<file path="config.mk">
export PLATFORM = sky130hd
export DESIGN_NAME = dts_top
export DESIGN_NICKNAME = d
export VERILOG_FILES = /design/src/core/dts_pkg.sv /design/src/core/dts_top.sv /design/src/core/dts_fill_counter.sv
export SDC_FILE = /design/constraint.sdc
export NUM_CORES = 1
export LEC_CHECK = 0
export CAP_MARGIN = 20
export CORE_MARGIN = 10
export CORE_UTILIZATION = 42
export CTS_BUF_LIST = sky130_fd_sc_hd__clkbuf_8
export DETAILED_ROUTE_END_ITERATION = 10
export DONT_BUFFER_PORTS = 1
export MAX_ROUTING_LAYER = met4
export PLACE_DENSITY = 0.62
export REMOVE_ABC_BUFFERS = 1
export SLEW_MARGIN = 30
export SYNTH_ARGS = -nofsm -noshare
export SYNTH_HDL_FRONTEND = slang
export SYNTH_SLANG_ARGS = --single-unit
</file>
<file path="constraint.sdc">
create_clock -name pclk -period 1.55 [get_ports pclk]
set_input_delay 0.2325 -clock pclk [delete_from_list [all_inputs] [get_ports pclk]]
set_output_delay 0.2325 -clock pclk [all_outputs]
set_load 0.05 [all_outputs]
</file>
<file path="src/core/dts_pkg.sv">
/*
 * constants and types shared by the debug trace status block: register
 * offsets, field positions, reset values and the reset-event kinds.
 * assumes an apb slave with 32-bit data and one aligned word per register.
 */
// What this block does
// - set comparator a hit flag, status bit 7, on an a match after arming
// - set comparator b hit flag, status bit 6, on a b match after arming
// - set comparator c hit flag, status bit 5, on a c match after arming
// - status bits 4..1 and count bits 7..4 read as zero
// - trace pending flag, status bit 0, reads 1 while armed, else 0
// - while unit is on, pending flag copies the arm control bit
// - end-run reset clears pending flag; hit flags may hold any value
// - end-trace reset with unit on and trigger-at-start 0 keeps hit flags
// - capture count resets to 0 on power-on or non-end-run reset
// - end-trace reset with unit on and trigger-at-start 0 keeps the count
// - capture count is the binary number of valid fifo words
// - capture count clears to zero when the unit becomes armed
// - capture count steps by one per word written into the fifo
// - capture count saturates at eight despite further stores
// - capture count never decrements on fifo readout
// - arming, triggering and fifo storage happen only while unit is on

package dts_pkg;

    localparam int unsigned ADDR_W = 12;
    localparam int unsigned DATA_W = 32;
    localparam int unsigned REG_W  = 8;
    localparam int unsigned FILL_W = 4;

    localparam logic [ADDR_W-1:0] OFS_CTRL = 12'h000;
    localparam logic [ADDR_W-1:0] OFS_STAT = 12'h004;
    localparam logic [ADDR_W-1:0] OFS_FILL = 12'h008;

    localparam int unsigned CTRL_ON_BIT    = 0;
    localparam int unsigned CTRL_ARM_BIT   = 1;
    localparam int unsigned CTRL_BEGIN_BIT = 2;

    localparam int unsigned STAT_A_BIT    = 7;
    localparam int unsigned STAT_B_BIT    = 6;
    localparam int unsigned STAT_C_BIT    = 5;
    localparam int unsigned STAT_PEND_BIT = 0;

    localparam logic [REG_W-1:0]  CTRL_RST   = 8'h00;
    localparam logic [REG_W-1:0]  REG_ZERO   = 8'h00;
    localparam logic [DATA_W-1:0] DATA_ZERO  = 32'h0000_0000;
    localparam logic [FILL_W-1:0] FILL_ZERO  = 4'h0;
    localparam logic [FILL_W-1:0] FILL_ONE   = 4'h1;
    localparam logic [FILL_W-1:0] FILL_MAX   = 4'h8;

    typedef enum logic [1:0] {
        DTS_RST_NONE,
        DTS_RST_FULL,
        DTS_RST_END_RUN,
        DTS_RST_END_TRACE
    } dts_rst_kind_t;

endpackage : dts_pkg

</file>
<file path="src/core/dts_top.sv">
/*
 * status side of the debug trace unit: control register, comparator hit
 * flags, trace pending flag and the capture count, all behind an apb slave.
 * assumes match, capture, done and reset-event inputs are synchronous
 * single-cycle strobes from the comparator, trigger and fifo logic.
 */
// The implementer's own choices: the APB register port and the placing of the registers.
`timescale 1ns/100ps

module dts_top (
    input  wire logic                           pclk,
    input  wire logic                           presetn,
    // apb slave
    input  wire logic                           psel,
    input  wire logic                           penable,
    input  wire logic                           pwrite,
    input  wire logic [dts_pkg::ADDR_W-1:0]     paddr,
    input  wire logic [dts_pkg::DATA_W-1:0]     pwdata,
    output logic [dts_pkg::DATA_W-1:0]          prdata,
    output logic                                pready,
    output logic                                pslverr,
    // comparator match strobes
    input  wire logic                           cmp_a_match,
    input  wire logic                           cmp_b_match,
    input  wire logic                           cmp_c_match,
    // a new word was written into the trace fifo
    input  wire logic                           fifo_word_stored,
    // trigger logic finished the run and drops arming
    input  wire logic                           trace_done,
    // reset events seen by the debug unit
    input  wire logic                           non_end_run_rst,
    input  wire logic                           end_run_rst,
    input  wire logic                           end_trace_rst,
    // state handed to the trigger and fifo logic
    output logic                                debug_unit_on,
    output logic                                trace_armed,
    output logic                                trig_at_start,
    output logic                                capture_enable
);

    ////////////////////////////////////////////////////////////////////////
    // declarations

    logic [dts_pkg::REG_W-1:0]  ctrl_reg;
    logic [dts_pkg::REG_W-1:0]  ctrl_next;
    logic                       cmp_a_hit_flag_reg;
    logic                       cmp_b_hit_flag_reg;
    logic                       cmp_c_hit_flag_reg;
    logic                       cmp_a_hit_flag_next;
    logic                       cmp_b_hit_flag_next;
    logic                       cmp_c_hit_flag_next;
    logic [dts_pkg::DATA_W-1:0] rdata_reg;
    logic [dts_pkg::DATA_W-1:0] rdata_next;
    logic                       slverr_reg;
    logic                       slverr_next;

    logic                       setup_phase;
    logic                       access_phase;
    logic                       hit_ctrl;
    logic                       hit_stat;
    logic                       hit_fill;
    logic                       addr_mapped;
    logic                       ctrl_wr;

    logic                       on_cur;
    logic                       arm_cur;
    logic                       begin_cur;
    logic                       on_wr;
    logic                       arm_wr;
    logic                       begin_wr;
    logic                       on_after;
    logic                       begin_after;
    logic                       arm_after;
    logic                       arm_rise;
    logic                       armed_now;

    logic                       hit_a;
    logic                       hit_b;
    logic                       hit_c;
    logic                       fill_clear;
    logic                       fill_step;
    logic [dts_pkg::FILL_W-1:0] capture_fill_count;

    logic                       trace_pending_flag;
    logic [dts_pkg::REG_W-1:0]  debug_status_reg;
    logic [dts_pkg::REG_W-1:0]  capture_fill_reg;
    logic [dts_pkg::REG_W-1:0]  read_mux;

    dts_pkg::dts_rst_kind_t     rst_kind;
    logic                       keep_state_rst;
    logic                       armed_out_reg;
    logic                       armed_out_next;

    ////////////////////////////////////////////////////////////////////////
    // functions

    // one-hot style address compare, shared by all three registers
    function automatic logic addr_is(
        input logic [dts_pkg::ADDR_W-1:0] addr,
        input logic [dts_pkg::ADDR_W-1:0] ofs
    );
        addr_is = (addr == ofs);
    endfunction : addr_is

    // sticky flag: a match in the arming cycle survives the arming clear
    function automatic logic sticky_next(
        input logic held,
        input logic clr,
        input logic set
    );
        sticky_next = (held & ~clr) | set;
    endfunction : sticky_next

    ////////////////////////////////////////////////////////////////////////
    // apb decode

    assign setup_phase  = psel & ~penable;
    assign access_phase = psel & penable;
    assign hit_ctrl     = addr_is(paddr, dts_pkg::OFS_CTRL);
    assign hit_stat     = addr_is(paddr, dts_pkg::OFS_STAT);
    assign hit_fill     = addr_is(paddr, dts_pkg::OFS_FILL);
    assign addr_mapped  = hit_ctrl | hit_stat | hit_fill;
    // writes to the read-only registers are dropped without error
    assign ctrl_wr      = access_phase & pwrite & hit_ctrl;

    // zero wait states: every access phase completes in one cycle
    // so the master never sees a stretched access
    assign pready       = 1'b1;

    ////////////////////////////////////////////////////////////////////////
    // reset-event decode

    // an end-trace reset only preserves state while on with an end trigger;
    // otherwise it is handled like any non-end-run reset
    // events should not overlap; a clash goes to the non-end-run reset first,
    // then end-run, then end-trace
    assign keep_state_rst = on_cur & ~begin_cur;

    always_comb begin
        rst_kind = dts_pkg::DTS_RST_NONE;
        if (non_end_run_rst) begin
            rst_kind = dts_pkg::DTS_RST_FULL;
        end else if (end_run_rst) begin
            rst_kind = dts_pkg::DTS_RST_END_RUN;
        end else if (end_trace_rst) begin
            rst_kind = keep_state_rst ? dts_pkg::DTS_RST_END_TRACE
                                      : dts_pkg::DTS_RST_FULL;
        end
    end

    ////////////////////////////////////////////////////////////////////////
    // control register

    assign on_cur    = ctrl_reg[dts_pkg::CTRL_ON_BIT];
    assign arm_cur   = ctrl_reg[dts_pkg::CTRL_ARM_BIT];
    assign begin_cur = ctrl_reg[dts_pkg::CTRL_BEGIN_BIT];
    assign on_wr     = pwdata[dts_pkg::CTRL_ON_BIT];
    assign arm_wr    = pwdata[dts_pkg::CTRL_ARM_BIT];
    assign begin_wr  = pwdata[dts_pkg::CTRL_BEGIN_BIT];

    assign on_after    = ctrl_wr ? on_wr : on_cur;
    // trigger placement is frozen while a run is armed
    assign begin_after = (ctrl_wr & ~arm_cur) ? begin_wr : begin_cur;

    // arming needs the unit on; a software arm beats a same-cycle done
    assign arm_rise  = ctrl_wr & arm_wr & on_wr & ~arm_cur;
    assign arm_after = on_after & (arm_rise
                     | (ctrl_wr ? (arm_wr & arm_cur) : (arm_cur & ~trace_done)));

    // a reset event beats a same-cycle software write, which is lost;
    // the event branches never look at the write decode
    always_comb begin
        ctrl_next = ctrl_reg;
        case (rst_kind)
            dts_pkg::DTS_RST_FULL: begin
                ctrl_next = dts_pkg::CTRL_RST;
            end
            dts_pkg::DTS_RST_END_RUN: begin
                ctrl_next[dts_pkg::CTRL_ARM_BIT] = 1'b0;
            end
            dts_pkg::DTS_RST_END_TRACE: begin
                ctrl_next[dts_pkg::CTRL_ARM_BIT] = 1'b0;
            end
            dts_pkg::DTS_RST_NONE: begin
                ctrl_next[dts_pkg::CTRL_ON_BIT]    = on_after;
                ctrl_next[dts_pkg::CTRL_ARM_BIT]   = arm_after;
                ctrl_next[dts_pkg::CTRL_BEGIN_BIT] = begin_after;
            end
            default: begin
                ctrl_next = dts_pkg::CTRL_RST;
            end
        endcase
    end

    always_ff @(posedge pclk or negedge presetn) begin
        if (!presetn) begin
            ctrl_reg <= dts_pkg::CTRL_RST;
        end else begin
            ctrl_reg <= ctrl_next;
        end
    end

    ////////////////////////////////////////////////////////////////////////
    // comparator hit flags

    // matches count from the arming edge onward, and only while on
    assign armed_now = on_cur & (arm_cur | arm_rise);
    assign hit_a     = cmp_a_match & armed_now;
    assign hit_b     = cmp_b_match & armed_now;
    assign hit_c     = cmp_c_match & armed_now;

    // flags clear only on arming or a full-type reset, so the host
    // may read them at leisure after the run ends
    always_comb begin
        cmp_a_hit_flag_next = cmp_a_hit_flag_reg;
        cmp_b_hit_flag_next = cmp_b_hit_flag_reg;
        cmp_c_hit_flag_next = cmp_c_hit_flag_reg;
        case (rst_kind)
            dts_pkg::DTS_RST_FULL: begin
                cmp_a_hit_flag_next = 1'b0;
                cmp_b_hit_flag_next = 1'b0;
                cmp_c_hit_flag_next = 1'b0;
            end
            dts_pkg::DTS_RST_END_RUN: begin
                // value is free here; holding is the cheapest choice
                cmp_a_hit_flag_next = cmp_a_hit_flag_reg;
                cmp_b_hit_flag_next = cmp_b_hit_flag_reg;
                cmp_c_hit_flag_next = cmp_c_hit_flag_reg;
            end
            dts_pkg::DTS_RST_END_TRACE: begin
                cmp_a_hit_flag_next = cmp_a_hit_flag_reg;
                cmp_b_hit_flag_next = cmp_b_hit_flag_reg;
                cmp_c_hit_flag_next = cmp_c_hit_flag_reg;
            end
            dts_pkg::DTS_RST_NONE: begin
                cmp_a_hit_flag_next = sticky_next(cmp_a_hit_flag_reg,
                                                  arm_rise, hit_a);
                cmp_b_hit_flag_next = sticky_next(cmp_b_hit_flag_reg,
                                                  arm_rise, hit_b);
                cmp_c_hit_flag_next = sticky_next(cmp_c_hit_flag_reg,
                                                  arm_rise, hit_c);
            end
            default: begin
                cmp_a_hit_flag_next = 1'b0;
                cmp_b_hit_flag_next = 1'b0;
                cmp_c_hit_flag_next = 1'b0;
            end
        endcase
    end

    always_ff @(posedge pclk or negedge presetn) begin
        if (!presetn) begin
            cmp_a_hit_flag_reg <= 1'b0;
            cmp_b_hit_flag_reg <= 1'b0;
            cmp_c_hit_flag_reg <= 1'b0;
        end else begin
            cmp_a_hit_flag_reg <= cmp_a_hit_flag_next;
            cmp_b_hit_flag_reg <= cmp_b_hit_flag_next;
            cmp_c_hit_flag_reg <= cmp_c_hit_flag_next;
        end
    end

    ////////////////////////////////////////////////////////////////////////
    // capture count

    // the host reads the count once and fetches that many words,
    // so readout must never move it backwards
    // end-run and kept end-trace resets leave the count alone
    assign fill_clear = (rst_kind == dts_pkg::DTS_RST_FULL)
                      | ((rst_kind == dts_pkg::DTS_RST_NONE) & arm_rise);
    assign fill_step  = fifo_word_stored & on_cur
                      & (rst_kind != dts_pkg::DTS_RST_FULL);

    dts_fill_counter u_fill (
        .pclk    (pclk),
        .presetn (presetn),
        .clear   (fill_clear),
        .step    (fill_step),
        .count   (capture_fill_count)
    );

    ////////////////////////////////////////////////////////////////////////
    // readable registers

    // pending reads zero whenever the unit is off
    assign trace_pending_flag = on_cur & arm_cur;

    assign debug_status_reg = {cmp_a_hit_flag_reg,
                               cmp_b_hit_flag_reg,
                               cmp_c_hit_flag_reg,
                               4'h0,
                               trace_pending_flag};
    assign capture_fill_reg = {4'h0, capture_fill_count};

    // unmapped offsets read zero and raise pslverr in the access phase
    assign read_mux = hit_ctrl ? ctrl_reg
                    : hit_stat ? debug_status_reg
                    : hit_fill ? capture_fill_reg
                               : dts_pkg::REG_ZERO;

    // read data is captured in the setup cycle and held through access
    // so prdata never moves while the master samples it
    assign rdata_next  = setup_phase
                       ? {{(dts_pkg::DATA_W - dts_pkg::REG_W){1'b0}}, read_mux}
                       : rdata_reg;
    assign slverr_next = setup_phase ? ~addr_mapped : slverr_reg;

    always_ff @(posedge pclk or negedge presetn) begin
        if (!presetn) begin
            rdata_reg  <= dts_pkg::DATA_ZERO;
            slverr_reg <= 1'b0;
        end else begin
            rdata_reg  <= rdata_next;
            slverr_reg <= slverr_next;
        end
    end

    assign prdata  = rdata_reg;
    assign pslverr = slverr_reg & access_phase;

    ////////////////////////////////////////////////////////////////////////
    // outputs to trigger and fifo logic

    // arm state leaves through its own flop, loaded from the next
    // control value so it never lags the pending bit
    assign armed_out_next = ctrl_next[dts_pkg::CTRL_ON_BIT]
                          & ctrl_next[dts_pkg::CTRL_ARM_BIT];

    always_ff @(posedge pclk or negedge presetn) begin
        if (!presetn) begin
            armed_out_reg <= 1'b0;
        end else begin
            armed_out_reg <= armed_out_next;
        end
    end

    assign debug_unit_on  = on_cur;
    assign trace_armed    = armed_out_reg;
    assign trig_at_start  = begin_cur;
    // the fifo may only store while the unit is on and armed
    assign capture_enable = armed_out_reg;

endmodule : dts_top

</file>
<file path="src/core/dts_fill_counter.sv">
/*
 * saturating count of words captured into the eight-word trace fifo.
 * assumes clear and step are single-cycle strobes synchronous to pclk.
 */
`timescale 1ns/100ps

module dts_fill_counter (
    input  wire logic                       pclk,
    input  wire logic                       presetn,
    input  wire logic                       clear,
    input  wire logic                       step,
    output logic [dts_pkg::FILL_W-1:0]      count
);

    logic [dts_pkg::FILL_W-1:0] count_reg;
    logic [dts_pkg::FILL_W-1:0] count_next;
    logic [dts_pkg::FILL_W-1:0] count_inc;
    logic                       at_max;

    ////////////////////////////////////////////////////////////////////////

    assign at_max    = (count_reg == dts_pkg::FILL_MAX);
    // stops at eight, never wraps, no decrement path exists
    assign count_inc = at_max ? count_reg
                              : count_reg + dts_pkg::FILL_ONE;

    // a word stored in the arming cycle is counted, not lost
    assign count_next = clear ? (step ? dts_pkg::FILL_ONE : dts_pkg::FILL_ZERO)
                      : step  ? count_inc
                              : count_reg;

    always_ff @(posedge pclk or negedge presetn) begin
        if (!presetn) begin
            count_reg <= dts_pkg::FILL_ZERO;
        end else begin
            count_reg <= count_next;
        end
    end

    assign count = count_reg;

endmodule : dts_fill_counter

</file>
* Word level (Yosys, flattened, before mapping)
Cells that the tools add are included.
** Storage, ports and cells
- Input port bits :: 57
- RAM bits :: 0
- Latch bits :: 0
- Output and inout bits :: 38
- Word-level logic and storage cells :: 86
- Register bits :: 20
- Bits in read-only memories :: 0
- Memories :: 0
** Cells by class
- Bitwise logic cells :: 39
- $lt $le $gt $ge :: 0
- Add/subtract/negate cells :: 1
- Div/mod/pow operators :: 0
- Shift-type cells :: 0
- Reduce and logical (&&, ||, !) cells :: 8
- Multiplexer cells :: 20
- Equality and inequality tests :: 9
- $mul :: 0
** Operators with widths (count)
- 1-bit AND :: 25
- 4-bit 2-to-1 mux :: 4
- 8-bit 2-to-1 mux :: 2
- 12-bit by 3-bit equality test with 1-bit output (second input constant) :: 1
- 12-bit by 4-bit equality test with 1-bit output (second input constant) :: 1
- 12-bit logical NOT :: 1
- 1-bit one-hot mux with 2 select lines :: 6
- 2-bit 2-to-1 mux :: 4
- 1-bit bitwise OR :: 8
- 1-bit NOT :: 6
- 4-bit by 1-bit adder with 4-bit output (second input constant) :: 1
- 2-bit equality test (second input constant) :: 2
- 4-bit equality test (second input constant) :: 1
- 1-bit 2-to-1 mux :: 4
- 2-bit by 1-bit inequality test with 1-bit output (second input constant) :: 2
- 2-bit AND reduction :: 2
- 2-bit nonzero test :: 2
- 3-bit OR reduction :: 1
- 2-bit by 1-bit equality test with 1-bit output (second input constant) :: 1
- 2-bit logical NOT :: 1
- 2-bit inequality test (second input constant) :: 1
- 2-bit OR reduction :: 1

* Depth between registers and ports, before layout
- Depth after elaboration :: 11
- Depth in mapped cells :: 6
- Gate-level depth less buffers :: 6

* Cells and area by module
A second synthesis with hierarchy kept.
** Second synthesis, totals
- Cells, all modules :: 133
- Area, all modules :: 1296.2 µm²
** Modules (own cells, without submodules)
- dts_top :: instances 1, sequential area each 375.4 µm², cells an instance 110, area each 1053.5 µm²
- dts_fill_counter :: instances 1, sequential area each 100.1 µm², cells an instance 23, area each 242.7 µm²

* Worst setup path after synthesis
OpenSTA, ideal clock, no wires.
- Path kind :: in2reg
- Start :: input port paddr[1] (netlist bit)
- End :: register cmp_a_hit_flag_reg
- Stages :: 5
- Setup time :: 0.144 ns
- Arrival :: 1.887 ns
- Path buffers :: 1
- Slack :: -0.481 ns
- Required time :: 1.406 ns
- Path through :: or4_4 > or4b_4 > buf_6 > o41ai_1 > a32oi_1
** Between the ends
- Cells in the longest elaborated chain, start to end :: 10
- Elaborated cells on any way between the ends :: 12
- Those cells by class :: mux (1); bitwise (10); reduce/logical (1)
** RTL lines
- start, declared :: RTL line dts_top.sv:17 : input wire logic [dts_pkg::ADDR_W-1:0] paddr,
- 12-bit logical NOT (*) :: RTL line dts_top.sv:102 : addr_is = (addr == ofs);
- 1-bit AND (*) :: RTL line dts_top.sv:124 : assign ctrl_wr = access_phase & pwrite & hit_ctrl;
- 1-bit AND (*) (3 in a row) :: RTL line dts_top.sv:166 : assign arm_rise = ctrl_wr & arm_wr & on_wr & ~arm_cur;
- 1-bit bitwise OR :: RTL line dts_top.sv:207 : assign armed_now = on_cur & (arm_cur | arm_rise);
- 1-bit AND :: RTL line dts_top.sv:207
- 1-bit AND :: RTL line dts_top.sv:208 : assign hit_a = cmp_a_match & armed_now;
- 1-bit bitwise OR (*) :: RTL line dts_top.sv:111 : sticky_next = (held & ~clr) | set;
- 1-bit one-hot mux with 2 select lines (*) :: RTL line dts_top.sv:218 : case (rst_kind)
- end signal, assigned :: RTL line dts_top.sv:257 : cmp_a_hit_flag_reg <= cmp_a_hit_flag_next;
- end, declared :: RTL line dts_top.sv:46 : logic cmp_a_hit_flag_reg;
Mark *: on every way between the ends. The rest lies on a longest branch, timed or not.
A chain may end at the register's enable or synchronous reset.

* Final worst setup path
- Start :: input port paddr[1] (netlist bit)
- End :: register ctrl_reg[1] (netlist bit)
** Between the ends
- Cells in the longest elaborated chain, start to end :: 8
- Elaborated cells on any way between the ends :: 10
- Those cells by class :: mux (3); bitwise (6); reduce/logical (1)
** RTL lines
- 12-bit logical NOT (*) :: RTL line dts_top.sv:102
- 1-bit AND (*) :: RTL line dts_top.sv:124
- 1-bit AND (3 in a row) :: RTL line dts_top.sv:166
- 1-bit bitwise OR :: RTL line dts_top.sv:168 : | (ctrl_wr ? (arm_wr & arm_cur) : (arm_cur & ~trace_done)));
- 1-bit AND (*) :: RTL line dts_top.sv:167 : assign arm_after = on_after & (arm_rise
- 1-bit one-hot mux with 2 select lines (*) :: RTL line dts_top.sv:174 : case (rst_kind)
- via ctrl_next, one bit :: RTL line dts_top.sv:45 : logic [dts_pkg::REG_W-1:0] ctrl_next;
- end signal, assigned :: RTL line dts_top.sv:197 : ctrl_reg <= dts_pkg::CTRL_RST;
- end signal, assigned :: RTL line dts_top.sv:199 : ctrl_reg <= ctrl_next;
- end, declared :: RTL line dts_top.sv:44 : logic [dts_pkg::REG_W-1:0] ctrl_reg;
The timed path passes the listed nets; every way through them passes the cells marked *.

==> results.md <==
Layout:
- The post-route standard cell area excluding fillers is about 0.0015 sq mm.
- The antenna diode instance count is 0.
- The layout has 300 filler cells.
- The fraction of final layout cells sized beyond drive strength 1 is 21.3%.
- The final standard cell utilization of the core is 50.2%.
- The final layout net count is 234.
- Relative to the synthesized area, the layout overhead comes to 13.9%.
- The number of flip-flops under the largest register name is 7.

Run:
- Max-cap violations in this run came to 0.

GRT:
- The remaining global-route overflow is 0.
- The first global-routing pass estimated around 6300 um of wire.
- The pin count of the biggest net entering global routing is 20.
- The initial antenna violation count is 0.
- The via count of the first global-routing pass is roughly 1,300.
- Global routing used 13.1% of the available tracks across all layers.

Logic synthesis:
- The flop and latch count out of synthesis is 19.
- In this run the mean area of a mapped cell was 8.63 sq um.
- During synthesis, Yosys emitted a total of 0 warnings.
- The summed instance area of the synthesized netlist is between 0.001 and 0.0015 sq mm.
- The cell count after synthesis came out at about 160.
- Summing the sequential cell areas from Yosys gives about a third of the chip area.
- The proportion of synthesized flip-flops having asynchronous set or reset is 100%.
- The most common flop cell mapped by yosys is sky130_fd_sc_hd__dfrtp_1.
- Counting distinct cell types in the post-synthesis netlist gives 40.
- The number of enable flip-flop cells after synthesis is 0.

Power:
- The clock network burns about a third of the power.
- The share of total power dissipated in combinational logic is around 21%.
- Summed over all nets, the switching power comes to roughly 400 uW.
- Power spread over the standard cell area amounts to approximately 720 mW/mm^2.
- The sequential share of power is 47.6%.
- The internal power is 708 uW.
- For this design the static power due to leakage is about 0.00063 uW.
- The completed layout was analyzed and its total power is around 1100 uW.
- Net switching is a little over a third of the power.
- The worst-case IR drop observed on VDD is approximately 0.32 mV.

STA:
- The setup TNS is -1.58 ns.
- The slew at the pin closest to its max-slew limit is 0.534 ns.
- The worst relative slew slack is 64.3%.
- The final count of pins violating max slew is 0.
- The largest clock skew in the final design is approximately 0.00091 ns.
- Setup repair after global routing could not meet its margin everywhere.
- The total setup violations reported at the end of the flow is 11.
- Dividing the final minimum period by the clock period gives 116%.
- Subtracting the final worst setup slack from the clock period gives 1.79 ns.
- The final hold violation count is 0.
- For this run, the top clock speed supported by timing is about 0.56 GHz.
- The setup slack after layout is -0.243 ns.

Worst setup path:
- STA classifies the critical path endpoint as a register.
- The largest single stage delay on the critical path is about 0.61 ns.
- STA classifies the critical path startpoint as an input pin.
- The slowest cell on the critical path is sky130_fd_sc_hd__or4b_4.
- In this run the worst path has a maximum fanout of 6.
- The arrival time of data at the critical path endpoint is approximately 2.0 ns.
- The startpoint-to-endpoint class of the critical path is input pin to register.
- Traced cell by cell, the critical path runs through or4_4 -> or4b_4 -> or3_1 -> a21oi_1.
- The path depth of the worst reg2reg path is 3.
- The endpoint required time on the critical path is between 1.5 and 2 ns.

Floorplan:
- The total area inside the core boundary comes to approximately 0.003 sq mm.
- 95 I/O pins were placed.
- The number of rows created at floorplan is 20.
- The initial utilization of the core area, before any placement, comes to 44.0%.
- The total die area is slightly below 0.006 sq mm.
- The die width is 76.8 um.
- The die boundary height is roughly 77 um.

CTS:
- The number of buffers added for setup after CTS is 0.
- The later pin in the worst-skew pair is clocked with a latency of 0.26 ns.
- The buffer type at the clock tree root is sky130_fd_sc_hd__clkbuf_8.
- The TritonCTS clock tree is done.
- The sink count of the clock tree is 19.
- The number of CTS-inserted buffers is 3.
- The clock-pin slew reported for the worst setup and hold paths after clock tree synthesis is approximately 0.07 ns.
- The clock passes through at most 2 buffers.
- The number of H-tree levels is 1.

Drt:
- The first detailed-routing pass took 4 iterations.
- The initial detailed-routing violation count is 90.
- The final routed DRC violation total is 0.
- The routed layout has about 1,200 vias.
- The number of vias per cell is 5.58.
- The final layout contains routed wiring with a total length of between 3000 and 4000 um.
- In the final routed layout, each cell accounts on average for around 18 um.
- In this run the remaining antenna-violating nets after routing total 0.

Min path:
- The path class of the tightest hold or removal check is input pin to register.
- The worst hold path was traced through 2 stages.

Place:
- The post-detailed-placement half-perimeter wirelength is around 3000 um.
- After detailed placement, the total cell area comes to 0.00140 sq mm.
- The routability-driven placement congestion ratio is between 0.7 and 0.8.
- The count of buffers from port buffering is 0.
- The post-placement worst setup slack is -0.546 ns.

Outcome:
- The checks that failed: negative setup slack.
- The flow ran to the end, but the final reports show violations.
-- layout make-up --
cell class / instances / area (sq um) / area share (%)
clock buffer: 3 / 41.3 / 2.67
clock inverter: 1 / 3.75 / 0.243
inverter: 5 / 18.8 / 1.22
multi-input combinational: 127 / 807 / 52.3
sequential: 19 / 475 / 30.8
tap: 44 / 55.1 / 3.57
timing repair buffer: 19 / 143 / 9.24
-- cells by family after synthesis --
group,count (synthesis),share of synthesized area (%)
AOI/OAI and AO/OA,30,15.1
adders and majority gates,2,1.85
and+or+nand+nor,66,27.9
other,2,0.554
buffers and inverters,36,18.0
muxes,2,1.48
DFF,19,35.1
-- repair_timing --
| item | in CTS | in global routing |
|---|---|---|
| pin swaps | 6 | 4 |
| hold buffers | 1 | 1 |
| resized for setup | 10 | 2 |
| endpoints found under the setup margin | 11 | 11 |
| gates cloned | 1 | 0 |
| endpoints found under the hold margin | 19 | 19 |
-- layer usage --
layer,global-route usage [%],part of all wire [%],vias up
li1,-,-,553
met1,13.2,36,587
met2,22.5,52,69
met3,4.31,9.8,8
met4,6.32,2.4,0
met5,-,0,-
-- Yosys cell counts, types with 3 or more instances --
cell                       instances  area [sq um]
sky130_fd_sc_hd__nand2b_1          3          18.8
sky130_fd_sc_hd__nor2_1            8          30.0
sky130_fd_sc_hd__nand3_1           6          30.0
sky130_fd_sc_hd__buf_4            27           203
sky130_fd_sc_hd__nand4_1           8          50.1
sky130_fd_sc_hd__dfrtp_1          19           475
sky130_fd_sc_hd__nand2_1          17          63.8
sky130_fd_sc_hd__o21ai_0           6          30.0
sky130_fd_sc_hd__clkbuf_1          3          11.3
sky130_fd_sc_hd__or3_1             6          37.5
sky130_fd_sc_hd__nor3_1            3          15.0
sky130_fd_sc_hd__inv_1             5          18.8
sky130_fd_sc_hd__o41ai_1           3          26.3
sky130_fd_sc_hd__a32oi_1           3          26.3
sky130_fd_sc_hd__a21oi_1           5          25.0
-- power by group through the flow --
stage | sequential, uW | clock (uW) | combinational, uW
floorplan | 536 | 0 | 183
global placement | 537 | 0 | 200
detailed placement | 538 | 0 | 202
CTS | 528 | 350 | 222
global route | 528 | 388 | 240
finish | 527 | 352 | 228
-- final timing paths --
path,from,to,slack [ns]
max,paddr[1],ctrl_reg[1],-0.24
min,pwdata[2],ctrl_reg[2],0.1
max reg2reg,ctrl_reg[1],u_fill.count[0],-0.06
min reg2reg,slverr_reg,slverr_reg,0.55
max in group asynchronous,presetn,capture_enable,0.80
min in group asynchronous,presetn,prdata[3],0.44
-- layout by cell type, fill, tap and decap left out, types with 3 or more instances in the layout --
cell type and count:
sky130_fd_sc_hd__a21oi_2 4, sky130_fd_sc_hd__a32oi_1 3, sky130_fd_sc_hd__buf_4 17, sky130_fd_sc_hd__clkbuf_8 3
sky130_fd_sc_hd__conb_1 26, sky130_fd_sc_hd__dfrtp_1 19, sky130_fd_sc_hd__inv_1 6, sky130_fd_sc_hd__nand2_1 17
sky130_fd_sc_hd__nand2b_1 3, sky130_fd_sc_hd__nand3_1 6, sky130_fd_sc_hd__nand4_1 8, sky130_fd_sc_hd__nor2_1 8
sky130_fd_sc_hd__nor3_1 3, sky130_fd_sc_hd__o21ai_0 6, sky130_fd_sc_hd__or3_1 6
-- stage by stage --
stage	hold WS, ns	instances
CTS	0.103	217
detailed placement	-0.0623	211
global placement	-0.0624	211
finish	0.0951	218
floorplan	-0.0631	150
global route	0.112	218
-- worst max-delay path, delay by kind of cell --
kind	cells	cell delay [ns]
and+or+nand+nor	3	1.58
AOI/OAI and AO/OA	1	0.16
(Power assumes the default switching activity.)
